--- src/design/var_ram_pkg.sv ---
package var_ram_pkg;
  localparam int WORD_W = 16;
  localparam int NUM_WORDS = 16;
  localparam int ADDR_W = 8;
  // Element size codes for the access port.
  localparam logic [1:0] SIZE_BIT = 2'h0;
  localparam logic [1:0] SIZE_NIB = 2'h1;
  localparam logic [1:0] SIZE_BYTE = 2'h2;
  localparam logic [1:0] SIZE_WORD = 2'h3;
  // Word locations of the I/O words.
  localparam logic [3:0] WORD_PIN_LEVEL = 4'h0;
  localparam logic [3:0] WORD_OUT_LATCH = 4'h1;
  localparam logic [3:0] WORD_DIRECTION = 4'h2;
  // Bank control register, reached at a word address of its own.
  localparam logic [ADDR_W-1:0] BANK_CTRL_ADDR = 8'hFF;
  localparam logic [1:0] BANK_CMD_MAIN = 2'h1;
  localparam logic [1:0] BANK_CMD_AUX = 2'h2;
  localparam logic [1:0] BANK_CMD_TOGGLE = 2'h3;
  localparam logic [WORD_W-1:0] WORD_RESET = 16'h0000;
endpackage
--- src/design/io_port_and_variable_ram.sv ---
// Implementation choices: the placing of the registers and the plain strobed port.
`timescale 1ns/100ps
`default_nettype none
module io_port_and_variable_ram
  import var_ram_pkg::*;
#(
  parameter int NUM_PINS = 16
) (
  // Clock and reset.
  input wire logic clock,
  input wire logic rst_b,
  // Access port: element address in units of the chosen size.
  input wire logic [ADDR_W-1:0] addr,
  input wire logic [1:0] access_size,
  input wire logic [WORD_W-1:0] wdata,
  input wire logic wr_en,
  input wire logic rd_en,
  output logic [WORD_W-1:0] rdata,
  // Main bank pins.
  input wire logic [NUM_PINS-1:0] main_pin_in,
  output logic [NUM_PINS-1:0] main_pin_out,
  output logic [NUM_PINS-1:0] main_pin_oe,
  // Auxiliary bank pins.
  input wire logic [NUM_PINS-1:0] aux_pin_in,
  output logic [NUM_PINS-1:0] aux_pin_out,
  output logic [NUM_PINS-1:0] aux_pin_oe,
  // Bank status.
  output logic aux_selected
);
  logic [WORD_W-1:0] mem_reg [NUM_WORDS];
  logic [WORD_W-1:0] aux_latch_reg;
  logic [WORD_W-1:0] aux_dir_reg;
  logic aux_sel_reg;
  logic [WORD_W-1:0] rdata_reg;
  logic [NUM_PINS-1:0] main_level;
  logic [NUM_PINS-1:0] aux_level;

  // Both pin groups pass the synchroniser before being seen.
  pin_sync #(.WIDTH(NUM_PINS)) u_main_sync (
    .clock(clock),
    .rst_b(rst_b),
    .pin_async(main_pin_in),
    .pin_sync_out(main_level)
  );
  pin_sync #(.WIDTH(NUM_PINS)) u_aux_sync (
    .clock(clock),
    .rst_b(rst_b),
    .pin_async(aux_pin_in),
    .pin_sync_out(aux_level)
  );

  // Decode the element address into a word index and a bit offset.
  // Elements are contiguous, so an index past a word runs into the next.
  logic [ADDR_W+3:0] bit_addr;
  logic [3:0] word_idx;
  logic [3:0] bit_off;
  logic [WORD_W-1:0] size_mask;
  logic bank_access;
  assign bit_addr = (access_size == SIZE_BIT) ? {4'h0, addr} :
                    (access_size == SIZE_NIB) ? {2'h0, addr, 2'h0} :
                    (access_size == SIZE_BYTE) ? {1'h0, addr, 3'h0} :
                    {addr, 4'h0};
  assign word_idx = bit_addr[7:4];
  assign bit_off = bit_addr[3:0];
  assign size_mask = (access_size == SIZE_BIT) ? 16'h0001 :
                     (access_size == SIZE_NIB) ? 16'h000F :
                     (access_size == SIZE_BYTE) ? 16'h00FF :
                     16'hFFFF;
  assign bank_access = (access_size == SIZE_WORD) &&
                       (addr == BANK_CTRL_ADDR);

  // Live view of each word; I/O words come from the selected bank.
  logic [WORD_W-1:0] view [NUM_WORDS];
  genvar g;
  generate
    for (g = 0; g < NUM_WORDS; g++) begin : g_view
      if (g == WORD_PIN_LEVEL) begin : g_lvl
        assign view[g] = aux_sel_reg ? aux_level : main_level;
      end else if (g == WORD_OUT_LATCH) begin : g_lat
        assign view[g] = aux_sel_reg ? aux_latch_reg : mem_reg[g];
      end else if (g == WORD_DIRECTION) begin : g_dir
        assign view[g] = aux_sel_reg ? aux_dir_reg : mem_reg[g];
      end else begin : g_gen
        assign view[g] = mem_reg[g];
      end
    end
  endgenerate

  // Read extracts the element by shift and mask.
  logic [WORD_W-1:0] rd_word;
  logic [WORD_W-1:0] rd_elem;
  assign rd_word = view[word_idx];
  assign rd_elem = (rd_word >> bit_off) & size_mask;

  // Write merges the truncated value into the target word.
  logic [WORD_W-1:0] wr_mask;
  logic [WORD_W-1:0] wr_bits;
  logic [WORD_W-1:0] wr_merged;
  logic wr_word_ok;
  assign wr_mask = size_mask << bit_off;
  assign wr_bits = (wdata & size_mask) << bit_off;
  assign wr_merged = (rd_word & ~wr_mask) | wr_bits;
  assign wr_word_ok = wr_en && !bank_access &&
                      (word_idx != WORD_PIN_LEVEL);

  // Which store takes the merged word.
  logic aux_io_wr;
  assign aux_io_wr = wr_word_ok && aux_sel_reg &&
                     ((word_idx == WORD_OUT_LATCH) ||
                      (word_idx == WORD_DIRECTION));

  // Variable RAM; every location clears at reset.
  always_ff @(posedge clock or negedge rst_b) begin
    if (!rst_b) begin
      for (int i = 0; i < NUM_WORDS; i++) begin
        mem_reg[i] <= WORD_RESET;
      end
    end else if (wr_word_ok && !aux_io_wr) begin
      mem_reg[word_idx] <= wr_merged;
    end
  end

  // Auxiliary latch and direction words.
  always_ff @(posedge clock or negedge rst_b) begin
    if (!rst_b) begin
      aux_latch_reg <= WORD_RESET;
      aux_dir_reg <= WORD_RESET;
    end else if (aux_io_wr && (word_idx == WORD_OUT_LATCH)) begin
      aux_latch_reg <= wr_merged;
    end else if (aux_io_wr) begin
      aux_dir_reg <= wr_merged;
    end
  end

  // Bank switching commands: main, auxiliary or toggle.
  logic aux_sel_next;
  assign aux_sel_next =
    !(wr_en && bank_access) ? aux_sel_reg :
    (wdata[1:0] == BANK_CMD_MAIN) ? 1'b0 :
    (wdata[1:0] == BANK_CMD_AUX) ? 1'b1 :
    (wdata[1:0] == BANK_CMD_TOGGLE) ? !aux_sel_reg :
    aux_sel_reg;
  always_ff @(posedge clock or negedge rst_b) begin
    if (!rst_b) begin
      aux_sel_reg <= 1'b0;
    end else begin
      aux_sel_reg <= aux_sel_next;
    end
  end

  // Read data stands in the cycle after the strobe and is zero otherwise.
  logic [WORD_W-1:0] rdata_next;
  assign rdata_next = !rd_en ? WORD_RESET :
                      bank_access ? {15'h0000, aux_sel_reg} :
                      rd_elem;
  always_ff @(posedge clock or negedge rst_b) begin
    if (!rst_b) begin
      rdata_reg <= WORD_RESET;
    end else begin
      rdata_reg <= rdata_next;
    end
  end
  assign rdata = rdata_reg;
  assign aux_selected = aux_sel_reg;

  // Pins: drive only where the direction bit is one. The latch keeps its
  // value for input pins so it appears the moment the pin turns output.
  assign main_pin_oe = mem_reg[WORD_DIRECTION];
  assign main_pin_out = mem_reg[WORD_OUT_LATCH] &
                        mem_reg[WORD_DIRECTION];
  assign aux_pin_oe = aux_dir_reg;
  assign aux_pin_out = aux_latch_reg & aux_dir_reg;

  // Helper for the reset check: one flag per RAM word, set if any bit is.
  // Looping per word keeps the check honest for every location at once.
  logic [NUM_WORDS-1:0] word_nonzero;
  genvar k;
  generate
    for (k = 0; k < NUM_WORDS; k++) begin : g_nonzero
      assign word_nonzero[k] = |mem_reg[k];
    end
  endgenerate
endmodule
`default_nettype wire

--- src/design/pin_sync.sv ---
`timescale 1ns/100ps
`default_nettype none
module pin_sync
  import var_ram_pkg::*;
#(
  parameter int WIDTH = 16
) (
  // Clock and reset.
  input wire logic clock,
  input wire logic rst_b,
  // Asynchronous pin levels in, synchronised levels out.
  input wire logic [WIDTH-1:0] pin_async,
  output logic [WIDTH-1:0] pin_sync_out
);
  logic [WIDTH-1:0] stage1_reg;
  logic [WIDTH-1:0] stage2_reg;

  // Two stages per pin; only the second stage is ever read.
  always_ff @(posedge clock or negedge rst_b) begin
    if (!rst_b) begin
      stage1_reg <= '0;
      stage2_reg <= '0;
    end else begin
      stage1_reg <= pin_async;
      stage2_reg <= stage1_reg;
    end
  end

  assign pin_sync_out = stage2_reg;
endmodule
`default_nettype wire

--- config.mk ---
export PLATFORM = sky130hd
export DESIGN_NAME = io_port_and_variable_ram
export DESIGN_NICKNAME = d
export VERILOG_FILES = /design/src/design/var_ram_pkg.sv /design/src/design/io_port_and_variable_ram.sv /design/src/design/pin_sync.sv
export SDC_FILE = /design/constraint.sdc
export NUM_CORES = 1
export LEC_CHECK = 0
export ABC_AREA = 0
export ABC_CLOCK_PERIOD_IN_PS = 3200
export BUFFER_PORTS_ARGS = -buffer_cell sky130_fd_sc_hd__buf_2
export CORE_AREA = 4 4 162 203
export DETAILED_ROUTE_END_ITERATION = 8
export DIE_AREA = 0 0 166 207
export PLACE_DENSITY = 0.82
export SETUP_SLACK_MARGIN = 0.05
export SYNTH_ARGS = -nofsm -noshare
export SYNTH_HDL_FRONTEND = slang
export SYNTH_SLANG_ARGS = --single-unit
--- constraint.sdc ---
create_clock -name clock -period 3.2 [get_ports clock]
set_clock_uncertainty 0.1 [all_clocks]
set_input_delay 0.32 -clock clock [delete_from_list [all_inputs] [get_ports clock]]
set_output_delay 0.32 -clock clock [all_outputs]
set_load 0.02 [all_outputs]
Yosys cells after proc, flatten, opt, wreduce, memory -nomap -nowiden
Index checks and enable logic that the tools add are counted.
{"block": "totals", "regBits": 369, "input_bits": 62, "out_inout_bits": 81, "wordCells": 85}
{"block": "classes", "order_cmp": 2, "n_eq_ne": 9, "shifts": 3, "muxes": 20, "bitwise_logic": 9, "reduce_logical": 18}
{"cell": "$bwmux 256", "count": 1}
{"cell": "$mux 16", "count": 11}
{"cell": "$and 16x16->16", "count": 5}
{"cell": "$bmux 16 s4", "count": 1}
{"cell": "$demux 16 s4", "count": 1}
{"cell": "$shl 16x4->16", "count": 2}
{"cell": "$mux 8", "count": 3}
{"cell": "$not 16->16", "count": 1}
{"cell": "$or 16x16->16", "count": 1}
{"cell": "$shr 16x4->16", "count": 1}
{"cell": "$logic_and 1x1->1", "count": 9}
{"cell": "$eq 2x2->1 const B", "count": 4}
{"cell": "$eq 8x8->1 const B", "count": 1}
{"cell": "$ge 5x5->1 const B", "count": 1}
{"cell": "$lt 5x1->1 const B", "count": 1}
{"cell": "$not 4->5", "count": 1}
{"cell": "$eq 2x1->1 const B", "count": 2}
{"cell": "$eq 4x1->1 const B", "count": 1}
{"cell": "$eq 4x2->1 const B", "count": 1}
{"cell": "$reduce_and 2->1", "count": 2}
{"cell": "$reduce_bool 4->1", "count": 1}
{"cell": "$logic_not 1->1", "count": 3}
{"cell": "$mux 1", "count": 3}
{"cell": "$reduce_bool 3->1", "count": 1}
{"cell": "other kinds (3)", "count": 3}

Logic depth before layout (Yosys ltp)
{"block": "depth", "word_depth": 12, "depth_mapped": 15, "depth_no_buf": 8}

Cells and area by module
From an unflattened synthesis, not the netlist that was laid out.
{"block": "hier_totals", "cells_unflattened": 1603, "hier_area_um2": 16160.5}
{"mod": "io_port_and_variable_ram", "n_inst": 1, "cells_per_inst": 1539, "area_each_um2": 14559.0, "seq_area_each_um2": 7231.9}
{"mod": "pin_sync", "n_inst": 2, "cells_per_inst": 32, "area_each_um2": 800.8, "seq_area_each_um2": 800.8}

Least setup slack after synthesis
Ideal clock, no wire load.
{"block": "synth_path", "kind": "register -> register", "startpoint": "reg aux_sel_reg (netlist: aux_selected)", "endpoint": "reg mem_reg[188] in the netlist's numbering", "setup_time_ns": 0.125, "arrival_time_ns": 3.088, "required_ns": 2.975, "path_slack_ns": -0.113, "stages_incl_launch_ff": 10, "path_buffers": 3, "synth_period_minus_slack_ns": 3.313, "cell_sequence": "dfrtp_1 -> buf_1 -> buf_1 -> mux2_2 -> mux2_2 -> o22ai_1 -> nor2_2 -> a222oi_1 -> buf_6 -> o21ai_2"}
{"block": "synth_via", "elab_chain_cells": 7, "elab_cells_between_ends": 13, "cone_classes": "7 x mux; 2 x bitwise; 4 x reduce/logical"}
{"element": "start, declared", "line_no": "io_port_and_variable_ram.sv:33", "rtl": "logic aux_sel_reg;"}
{"element": "start signal, assigned", "line_no": "io_port_and_variable_ram.sv:147", "rtl": "aux_sel_reg <= aux_sel_next;"}
{"element": "$mux 16, on equally long branches", "line_no": "io_port_and_variable_ram.sv:82, io_port_and_variable_ram.sv:80, io_port_and_variable_ram.sv:78"}
{"element": "$bmux 16 s4", "line_no": "io_port_and_variable_ram.sv:92", "rtl": "assign rd_word = view[word_idx];"}
{"element": "$mux 16 (implied by the code) (2 in a row)", "line_no": "io_port_and_variable_ram.sv:92"}
{"element": "$and 16x16->16", "line_no": "io_port_and_variable_ram.sv:102", "rtl": "assign wr_merged = (rd_word & ~wr_mask) | wr_bits;"}
{"element": "$or 16x16->16", "line_no": "io_port_and_variable_ram.sv:102"}
{"element": "$bwmux 256", "line_no": "io_port_and_variable_ram.sv:119", "rtl": "mem_reg[word_idx] <= wr_merged;"}
{"element": "end signal, assigned by index", "line_no": "io_port_and_variable_ram.sv:119"}
{"element": "end, declared", "line_no": "io_port_and_variable_ram.sv:30", "rtl": "logic [WORD_W-1:0] mem_reg [NUM_WORDS];"}
Several ways; a longest one is shown, not always the timed one. The select of a mux whose other input is x is not followed.
A chain may end at the register's enable or synchronous reset.

Final worst setup path
{"block": "layout_path", "startpoint": "reg aux_sel_reg (netlist: aux_selected)", "endpoint": "reg rdata_reg[1] (netlist: rdata[1])"}
{"block": "layout_via", "elab_chain_cells": 8, "elab_cells_between_ends": 10, "cone_classes": "1 x shift; 8 x mux; 1 x bitwise"}
{"element": "$mux 16, on equally long branches", "line_no": "io_port_and_variable_ram.sv:82, io_port_and_variable_ram.sv:80, io_port_and_variable_ram.sv:78"}
{"element": "$bmux 16 s4 (*)", "line_no": "io_port_and_variable_ram.sv:92"}
{"element": "$mux 16 (implied by the code) (*) (2 in a row)", "line_no": "io_port_and_variable_ram.sv:92"}
{"element": "$shr 16x4->16 (*)", "line_no": "io_port_and_variable_ram.sv:93", "rtl": "assign rd_elem = (rd_word >> bit_off) & size_mask;"}
{"element": "$and 16x16->16 (*)", "line_no": "io_port_and_variable_ram.sv:93"}
{"element": "$mux 16 (*)", "line_no": "io_port_and_variable_ram.sv:154", "rtl": "bank_access ? {15'h0000, aux_sel_reg} :"}
{"element": "$mux 16 (*)", "line_no": "io_port_and_variable_ram.sv:153", "rtl": "assign rdata_next = !rd_en ? WORD_RESET :"}
{"element": "named net rdata_next[1]", "line_no": "io_port_and_variable_ram.sv:152", "rtl": "logic [WORD_W-1:0] rdata_next;"}
{"element": "end signal, assigned", "line_no": "io_port_and_variable_ram.sv:160", "rtl": "rdata_reg <= rdata_next;"}
{"element": "end, declared", "line_no": "io_port_and_variable_ram.sv:34", "rtl": "logic [WORD_W-1:0] rdata_reg;"}
The timed path passes the listed nets; every way through them passes the cells marked *. The select of a mux whose other input is x is not followed.

==> impl_metrics.env <==
export IMPL_num_rows=72
export IMPL_syn_inst_count=1620
export IMPL_p_leak_uw=0.00953
export IMPL_reg2reg_depth=8
export IMPL_worst_pin_slew_ns=0.863
export IMPL_fin_total_pwr_uw=16200
export IMPL_worstPathRequired_ns=3.51
export IMPL_first_pass_detailed_route_iteration_total=6
export IMPL_die_h_um=207
export IMPL_nets=1955
export IMPL_postLayoutCoreUtil=0.662
export IMPL_share_of_layout_cells_above_drive_strength_1=0.263
export IMPL_fraction_of_synthesis_flops_using_an_asynchronous_set_or_reset_pin=1.00
export IMPL_clk_transition_reported_paths_ns=0.07
export IMPL_grt_start_max_net_pins=80
export IMPL_antenna_diode_count=0
export IMPL_hold_depth=2
export IMPL_drt_iter0_markers=1854
export IMPL_post_synth_instance_area_mm2=0.0165
export IMPL_crit_path_launch_type="flip-flop"
export IMPL_fmax_ghz=0.320
export IMPL_worstSetupEndpointType="flip-flop"
export IMPL_global_route_usage_total=0.325
export IMPL_final_max_slew_violation_count=0
export IMPL_setup_ws_ns=0.0759
export IMPL_ys_seq_area_frac=0.535
export IMPL_critical_path_max_fanout=7
export IMPL_critical_path_class="reg2reg"
export IMPL_rsz_0062_raised_after_global_routing="yes"
export IMPL_synth_flop_cell="sky130_fd_sc_hd__dfrtp_1"
export IMPL_number_of_fill_cells_in_the_layout=2150
export IMPL_power_density_mw_per_mm2=794
export IMPL_setup_viol=0
export IMPL_boundary_pins=143
export IMPL_final_common_cell="sky130_fd_sc_hd__dfrtp_1"
export IMPL_syn_area_per_cell_um2=10.2
export IMPL_totalWireLength_um=56600
export IMPL_multi_input_logic_area_mm2=0.00699
export IMPL_register_area_mm2=0.00883
export IMPL_flip_flop_count_of_the_largest_register_after_layout=224
export IMPL_cts_tree="yes"
export IMPL_postSynthRegisterBits=353
export IMPL_viasPerCell=6.27
export IMPL_synth_yosys_warnings=0
export IMPL_synth_enable_flop_cells=0
export IMPL_half_perimeter_wire_length_after_detailed_placement_um=37500
export IMPL_area_enclosed_by_the_die_boundary_mm2=0.0344
export IMPL_hp_class="in2reg"
export IMPL_hold_viol_final=0
export IMPL_antenna_violations_before_repair=0
export IMPL_worstPathArrival_ns=3.44
export IMPL_gp_congestion=0.983
export IMPL_clk_path_buf_depth=3
export IMPL_timing_max_slew_rel_slack=0.420
export IMPL_detailedPlace_worstSlack_ns=-0.436
export IMPL_area_growth_pct=23.9
export IMPL_mostFrequentLayoutCells="352 x sky130_fd_sc_hd__dfrtp_1, 223 x sky130_fd_sc_hd__nand2_1, 181 x sky130_fd_sc_hd__nor2_1, 164 x sky130_fd_sc_hd__buf_4, 154 x sky130_fd_sc_hd__o21ai_0"
export IMPL_post_route_period_util=0.976
export IMPL_hold_slack_ns=0.0544
export IMPL_outcome="finished, final reports clean"
export IMPL_peakVddDrop_uv=589
export IMPL_detail_route_antenna_nets=0
export IMPL_detailroute_via_count=14600
export IMPL_die_width_um=166
export IMPL_library_cell_used_as_clock_root_buffer="sky130_fd_sc_hd__clkbuf_16"
export IMPL_cts_sink_count=353
export IMPL_core_area_mm2=0.0309
export IMPL_inserted_clock_buffers=35
export IMPL_syn_num_nets=1682
export IMPL_starting_utilization_of_the_core_area=0.535
export IMPL_clock_insertion_delay_worst_skew_ns=0.54
export IMPL_post_drt_wl_per_cell_um=24.4
export IMPL_synth_distinct_cells=76
export IMPL_drv_cap=0
export IMPL_detail_route_drc_violations=0
export IMPL_place_port_buffers=142
export IMPL_wire_length_of_the_first_global_routing_pass_um=87800
export IMPL_htreeDepth=2
export IMPL_finalCriticalPeriod_ns=3.12
export IMPL_grt_pass1_vias=14900
export IMPL_grt_overflow_total=0
-- Yosys cell counts (10+ instances only) --
cell type | n | area, um2
sky130_fd_sc_hd__mux2i_1 | 119 | 1190
sky130_fd_sc_hd__mux4_2 | 25 | 563
sky130_fd_sc_hd__dfrtp_1 | 353 | 8830
sky130_fd_sc_hd__a21oi_2 | 17 | 149
sky130_fd_sc_hd__buf_2 | 33 | 165
sky130_fd_sc_hd__buf_4 | 19 | 143
sky130_fd_sc_hd__nand2_1 | 224 | 841
sky130_fd_sc_hd__and2_1 | 44 | 275
sky130_fd_sc_hd__a21oi_1 | 140 | 701
sky130_fd_sc_hd__nor3_1 | 12 | 60.1
sky130_fd_sc_hd__mux2_2 | 26 | 293
sky130_fd_sc_hd__clkbuf_1 | 70 | 263
sky130_fd_sc_hd__nand3_1 | 10 | 50.1
sky130_fd_sc_hd__o21ai_0 | 154 | 771
sky130_fd_sc_hd__o22ai_1 | 19 | 119
sky130_fd_sc_hd__nor2_1 | 187 | 702
-- power by group --
group / switching (uW) / internal (uW) / leakage, uW / total, uW
Combinational: 3080 / 2240 / 0.00461 / 5320
Sequential: 943 / 5860 / 0.00437 / 6800
Clock: 1780 / 2350 / 0.000552 / 4120
Total: 5800 / 10400 / 0.00953 / 16200
-- metrics by stage --
stage | setup TNS, ns | area [um2] | instances
floorplan | -0.00663 | 16600 | 1620
global placement | -32.32 | 18900 | 2223
detailed placement | -44.11 | 18900 | 2223
CTS | 0 | 20400 | 2321
global route | 0 | 20500 | 2323
finish | 0 | 20500 | 2323
-- cell families after synthesis --
kind of cell,Yosys count,synth area share
muxes,170,0.124
AOI/OAI and AO/OA,431,0.159
DFF,353,0.535
and+or+nand+nor,522,0.135
buffers and inverters,144,0.0473
-- repair_timing --
| item | 4_1_cts | 5_1_grt |
|---|---|---|
| gates resized for setup | 0 | 7 |
| setup endpoints to repair | 7 | 33 |
| hold endpoints to repair | 105 | 0 |
| buffers inserted | 4 | 2 |
| pin swaps | 0 | 2 |
| hold buffers | 34 | 0 |
-- critical path, stage by stage (launching register included) --
cell and delay (ns):
sky130_fd_sc_hd__dfrtp_2 0.53, sky130_fd_sc_hd__buf_4 0.17, sky130_fd_sc_hd__mux4_2 0.49, sky130_fd_sc_hd__a2bb2oi_1 0.18, sky130_fd_sc_hd__o311a_1 0.31, sky130_fd_sc_hd__nand2_2 0.09
sky130_fd_sc_hd__mux4_2 0.48, sky130_fd_sc_hd__nor2b_1 0.14, sky130_fd_sc_hd__or4_1 0.50
-- per-layer routing --
metal	vias up	track usage	part of all wire
met1	7162	0.392	0.35
met4	0	0.186	0.066
met2	928	0.543	0.49
li1	6221	-	-
met3	265	0.0700	0.090
met5	-	0	0
-- final cells by class --
type                            instances  share of cell area
Multi-Input combinational cell       1123               0.342
Timing Repair Buffer                  376               0.146
Clock buffer                           46              0.0483
Clock inverter                         14             0.00697
Tap cell                              407              0.0249
Sequential cell                       353               0.432
Inverter                                4            0.000734
-- path summary, 6_finish.rpt --
| kind | slack, ns | endpoint | startpoint |
|---|---|---|---|
| min | 0.05 | aux_selected$_DFFE_PN0P_ | wdata[0] |
| max reg2reg | 0.08 | rdata[1]$_DFF_PN0_ | aux_selected$_DFFE_PN0P_ |
| max | 0.08 | rdata[1]$_DFF_PN0_ | aux_selected$_DFFE_PN0P_ |
| min in group asynchronous | 0.31 | main_pin_oe[9]$_DFFE_PN0P_ | rst_b |
| max in group asynchronous | 1.89 | aux_latch_reg[12]$_DFFE_PN0P_ | rst_b |
| min reg2reg | 0.24 | u_main_sync.pin_sync_out[5]$_DFF_PN0_ | u_main_sync.stage1_reg[5]$_DFF_PN0_ |
Note: power is estimated with default switching activity, not from simulation.
